$ cat src/core/phy_regs_pkg.sv
package phy_regs_pkg;

    // ****************************************************************
    // register offsets, byte wide, at their printed addresses
    // ****************************************************************
    localparam logic [7:0] OFS_P1_CTRL = 8'h1D;
    localparam logic [7:0] OFS_P1_STAT_A = 8'h1E;
    localparam logic [7:0] OFS_P1_STAT_B = 8'h1F;
    localparam logic [7:0] OFS_P2_CTRL = 8'h2D;
    localparam logic [7:0] OFS_P2_STAT_A = 8'h2E;
    localparam logic [7:0] OFS_P2_STAT_B = 8'h2F;
    localparam logic [7:0] OFS_P3_CTRL_RSVD = 8'h3D;
    localparam logic [7:0] OFS_P3_STAT_A_RSVD = 8'h3E;
    localparam logic [7:0] OFS_P3_STAT_B = 8'h3F;

    // ****************************************************************
    // phy control field positions
    // ****************************************************************
    localparam int BIT_LED_OFF = 7;
    localparam int BIT_TX_DISABLE = 6;
    localparam int BIT_RESTART_AN = 5;
    localparam int BIT_FAR_END_OFF = 4;
    localparam int BIT_POWER_DOWN = 3;
    localparam int BIT_AUTO_X_OFF = 2;
    localparam int BIT_FORCE_MDI = 1;
    localparam int BIT_LOOPBACK = 0;

    // ****************************************************************
    // link status b field positions
    // ****************************************************************
    localparam int BIT_ALGO_SEL = 7;
    localparam int BIT_STAT_RSVD = 6;
    localparam int BIT_POL_REV = 5;
    localparam int BIT_TX_FC = 4;
    localparam int BIT_RX_FC = 3;
    localparam int BIT_SPEED = 2;
    localparam int BIT_DUPLEX = 1;
    localparam int BIT_FAR_END = 0;

    // ****************************************************************
    // reset values, read-zero byte and led-off level
    // ****************************************************************
    localparam logic [7:0] CTRL_RST = 8'h00;
    localparam logic ALGO_SEL_RST = 1'b1;
    localparam logic [7:0] READ_ZERO = 8'h00;
    localparam logic [3:0] LEDS_ALL_HIGH = 4'hF;

    // live phy state of one copper/fiber port
    typedef struct packed {
        logic mdix_auto;
        logic an_done;
        logic link_good;
        logic [4:0] partner;
        logic polarity_rev;
        logic far_end_fault;
        logic an_speed_100;
        logic an_full_duplex;
    } phy_state_s;

    // mac flow-control activity
    typedef struct packed {
        logic tx_fc;
        logic rx_fc;
    } mac_flow_s;

    // forced-mode bits of the companion control register
    typedef struct packed {
        logic an_enable;
        logic force_speed_100;
        logic force_full_duplex;
    } forced_mode_s;

    // everything a port's phy takes from this block except its algorithm select
    typedef struct packed {
        logic [3:0] led_out;
        logic tx_disable;
        logic power_down;
        logic restart_an;
        logic far_end_enable;
        logic auto_crossover;
        logic crossover_mdix;
        logic loopback;
        logic speed_100;
        logic full_duplex;
    } port_drive_s;

    // start-up sequence: one-hot
    typedef enum logic [1:0] {
        STRAP_LOAD = 2'b01,
        RUNNING = 2'b10
    } boot_e;

endpackage : phy_regs_pkg

$ cat src/core/phy_port_drive.sv
`timescale 1ns/1ps
module phy_port_drive #(
    parameter bit FIBER = 1'b0
) (
    input wire logic [7:0] ctrl,
    input wire logic restart_pulse,
    input wire logic [3:0] led_in,
    input wire phy_regs_pkg::forced_mode_s forced,
    input wire phy_regs_pkg::phy_state_s phy,
    output phy_regs_pkg::port_drive_s drive
);

    // decode one control byte into the phy's steering signals
    always_comb begin
        drive.led_out = ctrl[phy_regs_pkg::BIT_LED_OFF] ? phy_regs_pkg::LEDS_ALL_HIGH : led_in;
        drive.tx_disable = ctrl[phy_regs_pkg::BIT_TX_DISABLE];
        drive.power_down = ctrl[phy_regs_pkg::BIT_POWER_DOWN];
        drive.restart_an = restart_pulse;
        drive.far_end_enable = FIBER & ~ctrl[phy_regs_pkg::BIT_FAR_END_OFF];
        drive.auto_crossover = ~ctrl[phy_regs_pkg::BIT_AUTO_X_OFF];
        drive.crossover_mdix = drive.auto_crossover ? phy.mdix_auto : ~ctrl[phy_regs_pkg::BIT_FORCE_MDI];
        drive.loopback = ctrl[phy_regs_pkg::BIT_LOOPBACK];
        if (!forced.an_enable) begin
            drive.speed_100 = forced.force_speed_100;
            drive.full_duplex = forced.force_full_duplex;
        end else if (!phy.an_done) begin
            // negotiation failed: speed from the phy's sense, duplex forced
            drive.speed_100 = phy.an_speed_100;
            drive.full_duplex = forced.force_full_duplex;
        end else begin
            drive.speed_100 = phy.an_speed_100;
            drive.full_duplex = phy.an_full_duplex;
        end
    end

endmodule : phy_port_drive

$ cat src/core/port_phy_control_status_regs.sv
// Operation
// - control bit 7 drives all four port leds high; clear restores them
// - control bit 6 disables the port transmitter
// - writing one to control bit 5 restarts auto-negotiation
// - control bit 4 turns far-end fault off; port 1 only
// - control bit 2 disables auto crossover; port 2 default from strap
// - control bit 1 forces mdi when one, mdi-x when zero; port 2 strap default
// - control bit 0 selects loopback through this port's phy
// - status a bits 7..5: crossover state, negotiation done, link good
// - status a bits 4..0: partner pause, 100 fd, 100 hd, 10 fd, 10 hd
// - status b bit 7 selects crossover algorithm, resets to one
// - status b bit 5 reports reversed receive polarity
// - status b bits 4 and 3 report transmit and receive flow control
// - status b bit 2 reports 100 versus 10 speed
// - status b bit 1 reports full versus half duplex
// - status b bit 0 reports far-end fault, port 1 only
// - layout repeats: port 1 at 1D-1F, port 2 at 2D-2F
// - port 3 has only status b; its other slots read zero
// - with negotiation off, speed and duplex come from forced bits
`timescale 1ns/1ps
module port_phy_control_status_regs (
    input wire logic clk,
    input wire logic resetn,
    input wire logic [7:0] addr,
    input wire logic [7:0] wdata,
    input wire logic wr_en,
    input wire logic rd_en,
    output logic [7:0] rdata,
    input wire logic port2_auto_crossover_off_strap,
    input wire logic port2_force_straight_strap,
    input wire phy_regs_pkg::phy_state_s port1_phy,
    input wire phy_regs_pkg::phy_state_s port2_phy,
    input wire phy_regs_pkg::forced_mode_s port1_forced,
    input wire phy_regs_pkg::forced_mode_s port2_forced,
    input wire phy_regs_pkg::mac_flow_s port1_mac,
    input wire phy_regs_pkg::mac_flow_s port2_mac,
    input wire phy_regs_pkg::mac_flow_s port3_mac,
    input wire logic port3_speed_100,
    input wire logic port3_full_duplex,
    input wire logic [3:0] port1_led_in,
    input wire logic [3:0] port2_led_in,
    output phy_regs_pkg::port_drive_s port1_drive,
    output phy_regs_pkg::port_drive_s port2_drive,
    output logic port1_algo_sel,
    output logic port2_algo_sel
);

    // ****************************************************************
    // helpers
    // ****************************************************************

    // one write strobe aimed at one offset
    function automatic logic write_hit(
        input logic strobe,
        input logic [7:0] a,
        input logic [7:0] ofs
    );
        write_hit = strobe && (a == ofs);
    endfunction : write_hit

    // status a: resolved crossover, negotiation, link and partner flags
    // the crossover bit arrives resolved: live phy sense or forced control bit
    function automatic logic [7:0] status_a_byte(
        input phy_regs_pkg::phy_state_s phy,
        input logic mdix
    );
        status_a_byte = {mdix, phy.an_done, phy.link_good, phy.partner};
    endfunction : status_a_byte

    // status b: one algorithm select bit over live link state
    function automatic logic [7:0] status_b_byte(
        input logic algo,
        input logic pol_rev,
        input phy_regs_pkg::mac_flow_s mac,
        input logic speed,
        input logic duplex,
        input logic fault
    );
        logic [7:0] b;
        b = phy_regs_pkg::READ_ZERO;
        b[phy_regs_pkg::BIT_ALGO_SEL] = algo;
        // reserved bit stays zero whatever software wrote
        b[phy_regs_pkg::BIT_STAT_RSVD] = 1'b0;
        b[phy_regs_pkg::BIT_POL_REV] = pol_rev;
        b[phy_regs_pkg::BIT_TX_FC] = mac.tx_fc;
        b[phy_regs_pkg::BIT_RX_FC] = mac.rx_fc;
        b[phy_regs_pkg::BIT_SPEED] = speed;
        b[phy_regs_pkg::BIT_DUPLEX] = duplex;
        b[phy_regs_pkg::BIT_FAR_END] = fault;
        status_b_byte = b;
    endfunction : status_b_byte

    // ****************************************************************
    // storage
    // ****************************************************************

    logic [7:0] port1_ctrl;
    logic [7:0] port2_ctrl;
    logic port3_algo_sel;
    logic port1_restart;
    logic port2_restart;
    logic [7:0] next_rdata;
    logic port1_fault_seen;
    phy_regs_pkg::boot_e boot_state;

    // decoded write strobes
    logic wr_p1_ctrl;
    logic wr_p2_ctrl;
    logic wr_p1_stat_b;
    logic wr_p2_stat_b;
    logic wr_p3_stat_b;
    logic wr_p2_ctrl_live;

    assign wr_p1_ctrl = write_hit(wr_en, addr, phy_regs_pkg::OFS_P1_CTRL);
    assign wr_p2_ctrl = write_hit(wr_en, addr, phy_regs_pkg::OFS_P2_CTRL);
    assign wr_p1_stat_b = write_hit(wr_en, addr, phy_regs_pkg::OFS_P1_STAT_B);
    assign wr_p2_stat_b = write_hit(wr_en, addr, phy_regs_pkg::OFS_P2_STAT_B);
    assign wr_p3_stat_b = write_hit(wr_en, addr, phy_regs_pkg::OFS_P3_STAT_B);

    // a port 2 write lost to the strap cycle must not restart negotiation either
    assign wr_p2_ctrl_live = wr_p2_ctrl && (boot_state != phy_regs_pkg::STRAP_LOAD);

    // ****************************************************************
    // start-up: catch the port 2 straps once after reset release
    // ****************************************************************

    // straps are read by a clock edge after release, never by the reset
    // a port 2 control write landing in that first cycle is lost to the straps
    always_ff @(posedge clk or negedge resetn) begin
        if (!resetn) begin
            boot_state <= phy_regs_pkg::STRAP_LOAD;
        end else begin
            case (boot_state)
                phy_regs_pkg::STRAP_LOAD: begin
                    boot_state <= phy_regs_pkg::RUNNING;
                end
                phy_regs_pkg::RUNNING: begin
                    boot_state <= phy_regs_pkg::RUNNING;
                end
                default: begin
                    boot_state <= phy_regs_pkg::STRAP_LOAD;
                end
            endcase
        end
    end

    // ****************************************************************
    // control registers
    // ****************************************************************

    // port 1 control; no straps, plain reset value
    always_ff @(posedge clk or negedge resetn) begin
        if (!resetn) begin
            port1_ctrl <= phy_regs_pkg::CTRL_RST;
        end else if (wr_p1_ctrl) begin
            port1_ctrl <= wdata;
        end
    end

    // port 2 control; crossover bits take the straps in the load cycle
    always_ff @(posedge clk or negedge resetn) begin
        if (!resetn) begin
            port2_ctrl <= phy_regs_pkg::CTRL_RST;
        end else if (boot_state == phy_regs_pkg::STRAP_LOAD) begin
            port2_ctrl[phy_regs_pkg::BIT_AUTO_X_OFF] <= port2_auto_crossover_off_strap;
            port2_ctrl[phy_regs_pkg::BIT_FORCE_MDI] <= port2_force_straight_strap;
        end else if (wr_p2_ctrl) begin
            port2_ctrl <= wdata;
        end
    end

    // restart pulse on write
    // a write of one fires one pulse even if the bit already held one
    // the stored bit 5 only reads back; this pulse alone drives the phy
    always_ff @(posedge clk or negedge resetn) begin
        if (!resetn) begin
            port1_restart <= 1'b0;
            port2_restart <= 1'b0;
        end else begin
            port1_restart <= wr_p1_ctrl && wdata[phy_regs_pkg::BIT_RESTART_AN];
            port2_restart <= wr_p2_ctrl_live && wdata[phy_regs_pkg::BIT_RESTART_AN];
        end
    end

    // ****************************************************************
    // status b writable bit
    // ****************************************************************

    // only bit 7 is stored, so a write to bit 6 has no effect
    always_ff @(posedge clk or negedge resetn) begin
        if (!resetn) begin
            port1_algo_sel <= phy_regs_pkg::ALGO_SEL_RST;
            port2_algo_sel <= phy_regs_pkg::ALGO_SEL_RST;
            port3_algo_sel <= phy_regs_pkg::ALGO_SEL_RST;
        end else begin
            if (wr_p1_stat_b) begin
                port1_algo_sel <= wdata[phy_regs_pkg::BIT_ALGO_SEL];
            end
            if (wr_p2_stat_b) begin
                port2_algo_sel <= wdata[phy_regs_pkg::BIT_ALGO_SEL];
            end
            // kept for read-back only; port 3 has no phy to steer
            if (wr_p3_stat_b) begin
                port3_algo_sel <= wdata[phy_regs_pkg::BIT_ALGO_SEL];
            end
        end
    end

    // ****************************************************************
    // per-port phy steering
    // ****************************************************************

    // both ports share one decoder; only the fiber parameter differs
    // port 1 is the fiber-capable port
    phy_port_drive #(
        .FIBER(1'b1)
    ) u_port1_drive (
        .ctrl(port1_ctrl),
        .restart_pulse(port1_restart),
        .led_in(port1_led_in),
        .forced(port1_forced),
        .phy(port1_phy),
        .drive(port1_drive)
    );

    // port 2 is copper only
    phy_port_drive #(
        .FIBER(1'b0)
    ) u_port2_drive (
        .ctrl(port2_ctrl),
        .restart_pulse(port2_restart),
        .led_in(port2_led_in),
        .forced(port2_forced),
        .phy(port2_phy),
        .drive(port2_drive)
    );

    // fault flag gated by fiber enable
    // with detection disabled the phy's flag is not trusted
    assign port1_fault_seen = port1_drive.far_end_enable & port1_phy.far_end_fault;

    // ****************************************************************
    // read path
    // ****************************************************************

    // live status sampled at the read
    always_comb begin
        next_rdata = phy_regs_pkg::READ_ZERO;
        case (addr)
            // port 1 slots
            phy_regs_pkg::OFS_P1_CTRL: begin
                next_rdata = port1_ctrl;
            end

            phy_regs_pkg::OFS_P1_STAT_A: begin
                next_rdata = status_a_byte(
                    port1_phy,
                    port1_drive.crossover_mdix
                );
            end

            phy_regs_pkg::OFS_P1_STAT_B: begin
                next_rdata = status_b_byte(
                    port1_algo_sel,
                    port1_phy.polarity_rev,
                    port1_mac,
                    port1_drive.speed_100,
                    port1_drive.full_duplex,
                    port1_fault_seen
                );
            end

            // port 2 slots
            phy_regs_pkg::OFS_P2_CTRL: begin
                next_rdata = port2_ctrl;
            end

            phy_regs_pkg::OFS_P2_STAT_A: begin
                next_rdata = status_a_byte(
                    port2_phy,
                    port2_drive.crossover_mdix
                );
            end

            phy_regs_pkg::OFS_P2_STAT_B: begin
                // copper port never reports far-end fault
                next_rdata = status_b_byte(
                    port2_algo_sel,
                    port2_phy.polarity_rev,
                    port2_mac,
                    port2_drive.speed_100,
                    port2_drive.full_duplex,
                    1'b0
                );
            end

            // port 3 slots
            phy_regs_pkg::OFS_P3_STAT_B: begin
                // mii port: no polarity, no fault
                next_rdata = status_b_byte(
                    port3_algo_sel,
                    1'b0,
                    port3_mac,
                    port3_speed_100,
                    port3_full_duplex,
                    1'b0
                );
            end

            phy_regs_pkg::OFS_P3_CTRL_RSVD, phy_regs_pkg::OFS_P3_STAT_A_RSVD: begin
                next_rdata = phy_regs_pkg::READ_ZERO;
            end

            default: begin
                next_rdata = phy_regs_pkg::READ_ZERO;
            end
        endcase
    end

    // read data stands one cycle after the strobe only, zero otherwise
    // zeroing between reads keeps a stale byte from passing for a fresh answer
    // cost: software must take the byte in the single cycle after its strobe
    always_ff @(posedge clk or negedge resetn) begin
        if (!resetn) begin
            rdata <= phy_regs_pkg::READ_ZERO;
        end else if (rd_en) begin
            rdata <= next_rdata;
        end else begin
            rdata <= phy_regs_pkg::READ_ZERO;
        end
    end

endmodule : port_phy_control_status_regs
$ cat config.mk
export PLATFORM = sky130hd
export DESIGN_NAME = port_phy_control_status_regs
export DESIGN_NICKNAME = d
export VERILOG_FILES = /design/src/core/phy_regs_pkg.sv /design/src/core/phy_port_drive.sv /design/src/core/port_phy_control_status_regs.sv
export SDC_FILE = /design/constraint.sdc
export NUM_CORES = 1
export LEC_CHECK = 0
export BUFFER_PORTS_ARGS = -buffer_cell sky130_fd_sc_hd__buf_2
export CORE_ASPECT_RATIO = 1.25
export CORE_MARGIN = 10
export CORE_UTILIZATION = 40
export DETAILED_ROUTE_END_ITERATION = 8
export GPL_ROUTABILITY_DRIVEN = 0
export HOLD_SLACK_MARGIN = 0.06
export PLACE_DENSITY_LB_ADDON = 0.3
export SLEW_MARGIN = 20
export SYNTH_ARGS = -nofsm -noshare
export SYNTH_HDL_FRONTEND = slang
export SYNTH_SLANG_ARGS = --single-unit
export TNS_END_PERCENT = 30
$ cat constraint.sdc
create_clock -name clk -period 1.9 [get_ports clk]
set_clock_uncertainty 0.1 [all_clocks]
set_input_delay 0.19 -clock clk [delete_from_list [all_inputs] [get_ports clk]]
set_output_delay 0.19 -clock clk [all_outputs]
set_load 0.01 [all_outputs]
==> results of run 1 <==
[area by class of cell]
class	count	share of cell area
sequential	31	0.2803
tap	60	0.02695
clock inverter	3	0.007188
inverter	7	0.009434
clock buffer	5	0.02471
multi-input combinational	143	0.3890
timing repair buffer	128	0.2624
[layer usage]
| metal | global-route usage | vias to the layer above | routed length (um) |
|---|---|---|---|
| met4 | 0.05249 | 0 | 120 |
| met3 | 0.05388 | 8 | 514 |
| met1 | 0.1788 | 925 | 2709 |
| met5 | 0 | - | 0 |
| met2 | 0.2536 | 80 | 3163 |
| li1 | - | 950 | - |
[power groups by stage]
stage / Sequential [mW] / Clock (mW) / Combinational (mW)
after CTS: 0.700 / 0.540 / 0.318
after detailed placement: 0.713 / 0 / 0.302
after floorplan: 0.709 / 0 / 0.154
final: 0.701 / 0.524 / 0.315
after global routing: 0.704 / 0.573 / 0.348
after global placement: 0.712 / 0 / 0.298
[state kept, by name, summed over array words and instances (netlist names)]
register and count:
port1_ctrl 8, port2_ctrl 8, rdata 8, boot_state 2, port1_algo_sel 1, port1_restart 1
port2_algo_sel 1, port2_restart 1, port3_algo_sel 1
[cells by family (layout without fill, tap and decap cells)]
| kind of cell | Yosys count | after routing | synth area share |
|---|---|---|---|
| multiplexers | 25 | 25 | 0.1486 |
| adder cells (fa/ha/maj) | 1 | 1 | 0.006241 |
| AND/OR/NAND/NOR | 71 | 71 | 0.2241 |
| AO/OA/AOI/OAI | 45 | 45 | 0.1598 |
| flip-flops | 31 | 31 | 0.3895 |
| buffers and inverters | 25 | 143 | 0.06991 |
| other | 1 | 1 | 0.001871 |
[metrics by stage]
step                area, um2  std cells
finish                   2785        377
floorplan                2004        199
global route             2785        377
detailed placement       2606        360
CTS                      2785        377
global placement         2606        360
[cell usage in the layout, fill, tap and decap left out, types with 5 or more instances in the layout]
master,netlist,routed
a22oi_1,9,9
o21ai_0,9,9
nor2_1,7,7
nor2b_1,10,10
nand2_1,14,14
dlygate4sd3_1,0,9
mux2_4,5,5
mux2_2,18,18
inv_1,7,7
buf_2,4,101
a22o_1,6,6
clkbuf_8,0,5
a21oi_1,8,8
dfrtp_1,27,27
buf_4,9,18
or2_2,10,10
[how the worst max path moves through the flow]
stage,cells past startpoint,to,from
final,3,port2_ctrl[4]$_DFFE_PN0P_,boot_state[0]$_DFF_PN1_
after global routing,3,port2_ctrl[4]$_DFFE_PN0P_,boot_state[0]$_DFF_PN1_
after CTS,3,port2_ctrl[4]$_DFFE_PN0P_,boot_state[0]$_DFF_PN1_
after detailed placement,5,port2_ctrl[0]$_DFFE_PN0P_,addr[4]
after global placement,5,port2_ctrl[6]$_DFFE_PN0P_,addr[7]
after floorplan,6,port2_ctrl[0]$_DFFE_PN0P_,addr[5]
[worst register-to-register path, cell delays in order (launching register included)]
cell and delay [ps]:
dfstp_2 360, ha_1 210, or3_1 550, mux2_4 360
[repair_timing]
action	4_1_cts	5_1_grt
endpoints found under the hold margin	38	0
hold buffers	9	0
buffers inserted	0	0
==> flow_metrics.py, run 1 <==
metrics = {
    "logic_synthesis": {
        "yosys_warnings": 0,
        "netlist_top_cells_area": "dfrtp_1 34%, mux2_2 10%, dfstp_2 5.2%",
        "synthTopCellsByCount": "27 x dfrtp_1, 18 x mux2_2, 14 x nand2_1",
        "synthMostInstantiatedCell": "dfrtp_1",
        "synth_ff_type": "dfrtp_1",
        "synth.avg_cell_area_um2": 10.07,
        "synth_edf_count": 0,
        "netlist.area_leader.share": 0.3371,
        "syn_area_mm2": 0.002004,
        "synth_seq_cells": 31,
        "synthCells": 199,
        "synthArstFlopShare": 1.000,
        "syn_nets": 268,
        "synth.yosys.seq_area_share": 0.3895,
        "netlist.top_cell.by_area": "dfrtp_1",
        "ys_types": 48,
    },
    "cts": {
        "cts_tree": "yes",
        "clock_path_buffers": 2,
        "cts_max_level": 2,
        "clk_latency_ps": 280,
        "clk_pin_slew_ps": 70,
        "cts.root.buffer_cell": "clkbuf_8",
        "cts_buffers": 5,
        "cts.sinks": 31,
        "cts_resized": 0,
    },
    "sta": {
        "setup-tns-final_ps": 0,
        "worst_slew_pin_slew_ps": 697.1,
        "relSlewSlack": 0.5353,
        "period_needed_ps": 1696,
        "period_share": 0.8924,
        "setup_viol": 0,
        "grt_setup_unrepaired": "false",
        "max_freq_mhz": 589.8,
        "finalHoldViolations": 0,
        "whs_ps": 93.56,
        "slew_viol_final": 0,
        "worst_slack_ps": 204.4,
    },
    "drt": {
        "drtIter0Drc": 104,
        "drc": 0,
        "firstDrtPassIters": 4,
        "routed_wl_um": 6507,
        "viasPerCell": 5.207,
        "drtAntennaViolNets": 0,
        "wire_per_inst_um": 17.26,
        "dr_total_vias": 1963,
    },
    "setup_path": {
        "critical_path_arrival_ps": 1760,
        "end_kind": "flip-flop",
        "rr_endpoint": "port2_ctrl[4]$_DFFE_PN0P_",
        "critPathLaunchType": "flip-flop",
        "worstSetupPathType": "reg -> reg",
        "cp_data_required_time_ps": 1970,
        "r2r_cells": 3,
        "path_cells": "ha_1 -> or3_1 -> mux2_4",
        "critPathSlowestCell": "or3_1",
        "crit_family": "simple AND/OR/NAND/NOR gates",
        "regToRegStartpoint": "boot_state[0]$_DFF_PN1_",
        "r2r_slack_ps": 200,
        "cp_max_fo": 6,
        "slowest_delay_ps": 550,
        "path_buf_inv": 0,
    },
    "floorplan": {
        "boundaryPins": 104,
        "core_area_mm2": 0.004800,
        "dieHeight_um": 99.15,
        "start_util": 0.4176,
        "die_x_um": 83.32,
        "dieArea_mm2": 0.008260,
        "num_rows": 28,
    },
    "global_route": {
        "antenna_found_initial": 0,
        "grt_pass1_vias": 2086,
        "grt_max_degree": 32,
        "grt_overflow": 0,
        "grt_pass1_wl_um": 10400,
        "grtUsageTotal": 0.1529,
    },
    "pwr": {
        "p_per_area_mw_per_mm2": 552.7,
        "swShare": 0.2839,
        "ir_worst_vdd_uv": 380.1,
        "p_leak_nw": 1.413,
        "p_seq_frac": 0.455,
        "internal_power_mw": 1.102,
        "combPwrFrac": 0.204,
        "finalPower_mw": 1.539,
        "switchingPower_mw": 0.4370,
        "p_clk_frac": 0.340,
    },
    "final_layout": {
        "multi_input_area_mm2": 0.001084,
        "num-fill-cells": 442,
        "syn_to_final_growth_pct": 38.95,
        "fin_nets": 385,
        "drive_gt1_frac": 0.5331,
        "utilization": 0.5803,
        "num_antenna_cells": 0,
        "seq_area_um2": 780.7,
    },
    "outcome": {
        "outcome": "complete, no violations",
    },
    "min_path": {
        "min-delay-start": "wdata[5]",
        "min_path_type": "in -> reg",
        "min_to": "port2_restart$_DFF_PN0_",
        "hold_depth": 3,
    },
    "placed_design": {
        "portBuffers": 101,
        "place_hpwl_um": 5342,
        "dp_slack_ps": 7.111,
    },
    "job": {
        "cap_violations": 0,
    },
}
No activity file was read; power rests on OpenSTA's default activity.
==> inputs of run 2 (changes only) <==
- ABC_AREA: unset -> 1
- clock period: 1.9 -> 1.76 ns (I/O delays scaled with it)
==> flow_metrics.py, run 2 <==
metrics = {
    "global_route": {
        "grtUsageTotal": 0.1527,
        "antenna_found_initial": 0,
        "grt_pass1_vias": 2183,
        "grt_pass1_wl_um": 10360,
        "grt_overflow": 0,
        "grt_max_degree": 32,
    },
    "logic_synthesis": {
        "synth_edf_count": 0,
        "synthTopCellsByCount": "74 x nand2_1, 36 x inv_1, 34 x nand3_1",
        "netlist.area_leader.share": 0.3411,
        "netlist_top_cells_area": "dfrtp_1 34%, nand2_1 14%, nand3_1 8.6%",
        "synthCells": 273,
        "yosys_warnings": 0,
        "synthMostInstantiatedCell": "nand2_1",
        "syn_area_mm2": 0.001981,
        "netlist.top_cell.by_area": "dfrtp_1",
        "syn_nets": 342,
        "synth_seq_cells": 31,
        "synth.yosys.seq_area_share": 0.3942,
        "ys_types": 25,
        "synthArstFlopShare": 1.000,
        "synth_ff_type": "dfrtp_1",
        "synth.avg_cell_area_um2": 7.255,
    },
    "sta": {
        "worst_slew_pin_slew_ps": 703.6,
        "setup-tns-final_ps": 0,
        "max_freq_mhz": 687.3,
        "relSlewSlack": 0.5310,
        "slew_viol_final": 0,
        "period_share": 0.8266,
        "period_needed_ps": 1455,
        "setup_viol": 0,
        "finalHoldViolations": 0,
        "grt_setup_unrepaired": "false",
    },
    "drt": {
        "dr_total_vias": 2065,
        "m1WireLength_um": 2569,
        "viasPerCell": 4.651,
        "wl_met3_um": 398,
        "drc": 0,
        "highest_layer": "met4",
        "drtAntennaViolNets": 0,
        "wire_per_inst_um": 14.03,
        "firstDrtPassIters": 4,
        "routed_wl_um": 6231,
        "drtIter0Drc": 92,
        "wl_met2_um": 3188,
    },
    "min_path": {
        "min_path_type": "in -> reg",
        "hold_depth": 5,
        "min_to": "rdata[0]$_DFF_PN0_",
        "min-delay-start": "port2_phy[4]",
    },
    "pwr": {
        "switchingPower_mw": 0.4757,
        "p_clk_frac": 0.348,
        "finalPower_mw": 1.630,
        "p_per_area_mw_per_mm2": 607.1,
        "p_seq_frac": 0.469,
        "ir_worst_vdd_uv": 479.0,
        "swShare": 0.2919,
        "internal_power_mw": 1.154,
        "p_leak_nw": 1.593,
        "combPwrFrac": 0.183,
    },
    "cts": {
        "cts_resized": 0,
        "clk_pin_slew_ps": 70,
        "cts_buffers": 5,
        "cts.root.buffer_cell": "clkbuf_8",
        "postCtsSetupBuffers": 0,
        "clk_latency_ps": 290,
        "cts_tree": "yes",
        "cts.sinks": 31,
        "cts_max_level": 2,
        "clock_path_buffers": 2,
        "holdBufCountCts": 11,
    },
    "setup_path": {
        "slowest_delay_ps": 440,
        "critical_path_arrival_ps": 1180,
        "crit_family": "flip-flops",
        "path_depth": 2,
        "worstSetupPathType": "reg -> out",
        "path_buf_inv": 1,
        "path_cells": "or2_2 -> buf_2",
        "r2r_cells": 6,
        "end_kind": "primary output",
        "cp_max_fo": 6,
        "rr_endpoint": "port2_ctrl[2]$_DFFE_PN0P_",
        "critPathLaunchType": "flip-flop",
        "critPathSlowestCell": "dfrtp_1",
        "cp_data_required_time_ps": 1480,
        "r2r_slack_ps": 350,
        "regToRegStartpoint": "boot_state[0]$_DFF_PN1_",
    },
    "final_layout": {
        "final_common_cell": "buf_2",
        "final_cells": 444,
        "fin_nets": 452,
        "syn_to_final_growth_pct": 35.57,
        "top_regs": "port1_ctrl: 8 flops, port2_ctrl: 8 flops, rdata: 8 flops",
        "num_antenna_cells": 0,
        "drive_gt1_frac": 0.3672,
        "layout_common_cells": "101 x buf_2, 74 x nand2_1, 36 x inv_1",
    },
    "floorplan": {
        "boundaryPins": 104,
        "dieArea_mm2": 0.008184,
        "dieHeight_um": 98.68,
        "start_util": 0.4157,
        "num_rows": 28,
        "core_area_mm2": 0.004765,
        "die_x_um": 82.94,
    },
    "placed_design": {
        "portBuffers": 101,
        "place_hpwl_um": 5147,
        "dp.cells": 425,
    },
    "outcome": {
        "outcome": "complete, no violations",
    },
    "job": {
        "cap_violations": 0,
    },
}
## run 2: cell count changes after synthesis, sizes merged, moves of 9 or more
| cell | change |
|---|---|
| inv | +29 |
| nand2 | +65 |
| a22oi | -9 |
| nor2 | +26 |
| mux2 | -23 |
| nand3 | +33 |
| o21ai | +15 |
| nor2b | -10 |
## run 2: cell type report
type                            instances  area, um2
Timing Repair Buffer                  117      653.1
Sequential cell                        31      780.7
Fill cell                             487       2079
Multi-Input combinational cell        191      943.4
Inverter                               37      143.9
Tap cell                               60      75.07
Clock buffer                            5      68.82
Clock inverter                          3      20.02
## run 2: metal layers
metal / up-vias / track usage
met5: - / 0
met4: 0 / 0.04331
met3: 6 / 0.04201
met2: 73 / 0.2708
met1: 918 / 0.1742
li1: 1068 / -
## run 2: logic make-up (layout without fill, tap and decap cells)
| logic type | count (synthesis) | after routing | synth area share |
|---|---|---|---|
| compound gates | 31 | 31 | 0.08085 |
| flops | 31 | 31 | 0.3942 |
| fa+ha+maj | 1 | 1 | 0.006316 |
| buf+inv | 51 | 162 | 0.1295 |
| simple gates | 158 | 158 | 0.3872 |
| other cells | 1 | 1 | 0.001893 |
## run 2: metrics by stage
stage | instance area [um2] | hold slack [ps] | util | worst slack [ps]
after floorplan | 1981 | -219.6 | - | 467.5
after CTS | 2685 | 115.2 | 0.5636 | 294.0
after global placement | 2486 | 169.0 | 0.5218 | 361.8
final | 2685 | 121.0 | 0.5636 | 305.1
after detailed placement | 2486 | 169.9 | 0.5218 | 329.2
after global routing | 2685 | 149.0 | 0.5636 | 251.4
## run 2: power groups by stage
stage / logic, mW / clock network [mW] / registers [mW]
6_report: 0.298 / 0.567 / 0.765
3_3_place_gp: 0.279 / 0 / 0.777
3_5_place_dp: 0.284 / 0 / 0.778
5_1_grt: 0.336 / 0.612 / 0.768
2_1_floorplan: 0.137 / 0 / 0.773
4_1_cts: 0.303 / 0.584 / 0.765
## run 2: worst max-delay path by stage
stage	startpoint	end
floorplan	boot_state[0]$_DFF_PN1_	port2_ctrl[1]$_DFFE_PN0P_
global placement	boot_state[0]$_DFF_PN1_	port2_ctrl[1]$_DFFE_PN0P_
detailed placement	boot_state[0]$_DFF_PN1_	port2_ctrl[2]$_DFFE_PN0P_
CTS	port2_ctrl[7]$_DFFE_PN0P_	port2_drive[12]
global route	port2_ctrl[7]$_DFFE_PN0P_	port2_drive[12]
finish	port2_ctrl[7]$_DFFE_PN0P_	port2_drive[11]
## run 2: worst reg2reg max path: stages, from the launching register on
cell	delay, ps
dfstp_2	520
ha_1	180
inv_1	100
nand3_4	170
clkinv_4	100
nand2_1	60
nand3_1	60
==> inputs of run 3 (changes only) <==
- clock period: 1.76 -> 1.3 ns (I/O delays scaled with it)
==> flow_metrics.py, run 3 (synthesized netlist as in run 2, its figures left out) <==
metrics = {
    "drt": {
        "drc": 0,
        "viasPerCell": 4.707,
        "drtAntennaViolNets": 0,
        "firstDrtPassIters": 4,
        "dr_total_vias": 2165,
        "drtIter0Drc": 135,
        "wire_per_inst_um": 14.60,
        "routed_wl_um": 6718,
    },
    "cts": {
        "clock_path_buffers": 2,
        "cts.sinks": 31,
        "clk_latency_ps": 280,
        "cts_max_level": 2,
        "cts_buffers": 5,
        "clk_pin_slew_ps": 70,
        "cts.root.buffer_cell": "clkbuf_8",
        "cts_tree": "yes",
    },
    "placed_design": {
        "place_hpwl_um": 5163,
        "dp.cells": 434,
        "dp_slack_ps": -72.95,
        "portBuffers": 101,
    },
    "final_layout": {
        "num-fill-cells": 449,
        "layout_common_cells": "93 x buf_2, 71 x nand2_1, 34 x nand3_1",
        "final_common_cell": "buf_2",
        "seq_area_um2": 782.0,
        "num_antenna_cells": 0,
        "multi_input_area_um2": 991.0,
        "drive_gt1_frac": 0.4150,
        "fin_nets": 468,
        "top_regs": "port1_ctrl: 8 flops, port2_ctrl: 8 flops, rdata: 8 flops",
        "utilization": 0.6166,
        "final_cells": 460,
        "syn_to_final_growth_pct": 48.33,
    },
    "setup_path": {
        "critPathSlowestCell": "dfrtp_2",
        "critPathLaunchType": "flip-flop",
        "cp-startpoint": "port1_ctrl[7]$_DFFE_PN0N_",
        "regToRegStartpoint": "boot_state[0]$_DFF_PN1_",
        "end_kind": "primary output",
        "worstSetupPathType": "reg -> out",
        "path_buf_inv": 1,
        "cp_data_required_time_ps": 1070,
        "r2r_slack_ps": 70,
        "cp_max_fo": 5,
        "slowest_delay_ps": 440,
        "path_cells": "or2_4 -> buf_6",
        "crit_family": "flip-flops",
        "critical_path_arrival_ps": 1090,
    },
    "sta": {
        "setup_viol": 8,
        "max_freq_mhz": 758.2,
        "worst_slack_ps": -18.93,
        "period_share": 1.015,
        "period_needed_ps": 1319,
        "finalHoldViolations": 0,
        "grt_setup_unrepaired": "true",
        "slew_viol_final": 0,
    },
    "floorplan": {
        "boundaryPins": 104,
        "dieArea_mm2": 0.008184,
        "core_area_mm2": 0.004765,
        "die_x_um": 82.94,
        "num_rows": 28,
        "dieHeight_um": 98.68,
        "start_util": 0.4157,
    },
    "pwr": {
        "ir_worst_vdd_uv": 720.7,
        "finalPower_mw": 2.276,
        "p_per_area_mw_per_mm2": 774.7,
        "p_leak_nw": 1.715,
    },
    "outcome": {
        "outcome": "finished, violations left",
        "violations": "negative setup slack",
    },
    "global_route": {
        "antenna_found_initial": 0,
        "grt_max_degree": 32,
        "grt_pass1_wl_um": 10890,
        "grt_pass1_vias": 2234,
        "grtUsageTotal": 0.1587,
        "grt_overflow": 0,
    },
    "min_path": {
        "min_path_type": "in -> reg",
        "min-delay-start": "port2_phy[3]",
    },
    "job": {
        "cap_violations": 0,
    },
}
run 3: changes by cell type in the layout (fill, tap and decap cells not counted), moves of 3 or more:
cell	before	now
nand2_1	74	71
buf_4	5	18
nand2_2	3	6
inv_1	36	33
or2_2	8	0
buf_2	101	93
inv_2	0	3
buf_12	0	3
or2_4	0	8
buf_6	0	8
run 3: worst min-delay path: cells and delay by family:
kind,cells,cell delay (ps)
buf+inv,1,80
simple gates,4,220
run 3: final timing paths:
path / end / cells after the start
max in group asynchronous: port2_algo_sel$_DFFE_PN1P_ / 3
hold / removal: rdata[5]$_DFF_PN0_ / 5
setup / recovery: port1_drive[10] / 2
min in group asynchronous: rdata[5]$_DFF_PN0_ / 3
hold reg to reg: port3_algo_sel$_DFFE_PN1P_ / 2
setup reg to reg: port2_ctrl[1]$_DFFE_PN0P_ / 6
run 3: layout make-up:
type | count | area share
Tap cell | 60 | 0.02555
Sequential cell | 31 | 0.2662
Clock buffer | 6 | 0.02470
Timing Repair Buffer | 133 | 0.2930
Multi-Input combinational cell | 191 | 0.3373
Clock inverter | 2 | 0.004259
Inverter | 37 | 0.04898
run 3: timing repair:
| item | CTS | global route |
|---|---|---|
| hold buffers | 11 | 0 |
| setup buffers | 5 | 2 |
| pin swaps | 9 | 1 |
| gates resized for setup | 23 | 6 |
| hold endpoints to repair | 51 | 0 |
| endpoints found under the setup margin | 16 | 18 |
run 3: routing by layer:
metal | GRT usage | wire (um) | up-vias
li1 | - | - | 1103
met1 | 0.1817 | 2716 | 981
met2 | 0.2845 | 3510 | 74
met3 | 0.04860 | 420 | 7
met4 | 0.02887 | 71 | 0
met5 | 0 | 0 | -
run 3: where the power goes:
group / switching (mW) / total, mW / internal [mW]
Combinational: 0.245 / 0.483 / 0.238
Clock: 0.381 / 0.755 / 0.374
Sequential: 0.0292 / 1.04 / 1.01
Total: 0.656 / 2.28 / 1.62
run 3: metrics by stage:
stage	hold slack [ps]	setup TNS [ps]	area, um2
after floorplan	-265.6	0	1981
after global placement	-3.553	-49.26	2579
after detailed placement	-1.036	-305.4	2579
after CTS	75.16	-112.4	2900
after global routing	123.9	-294.4	2938
final	92.38	-63.05	2938
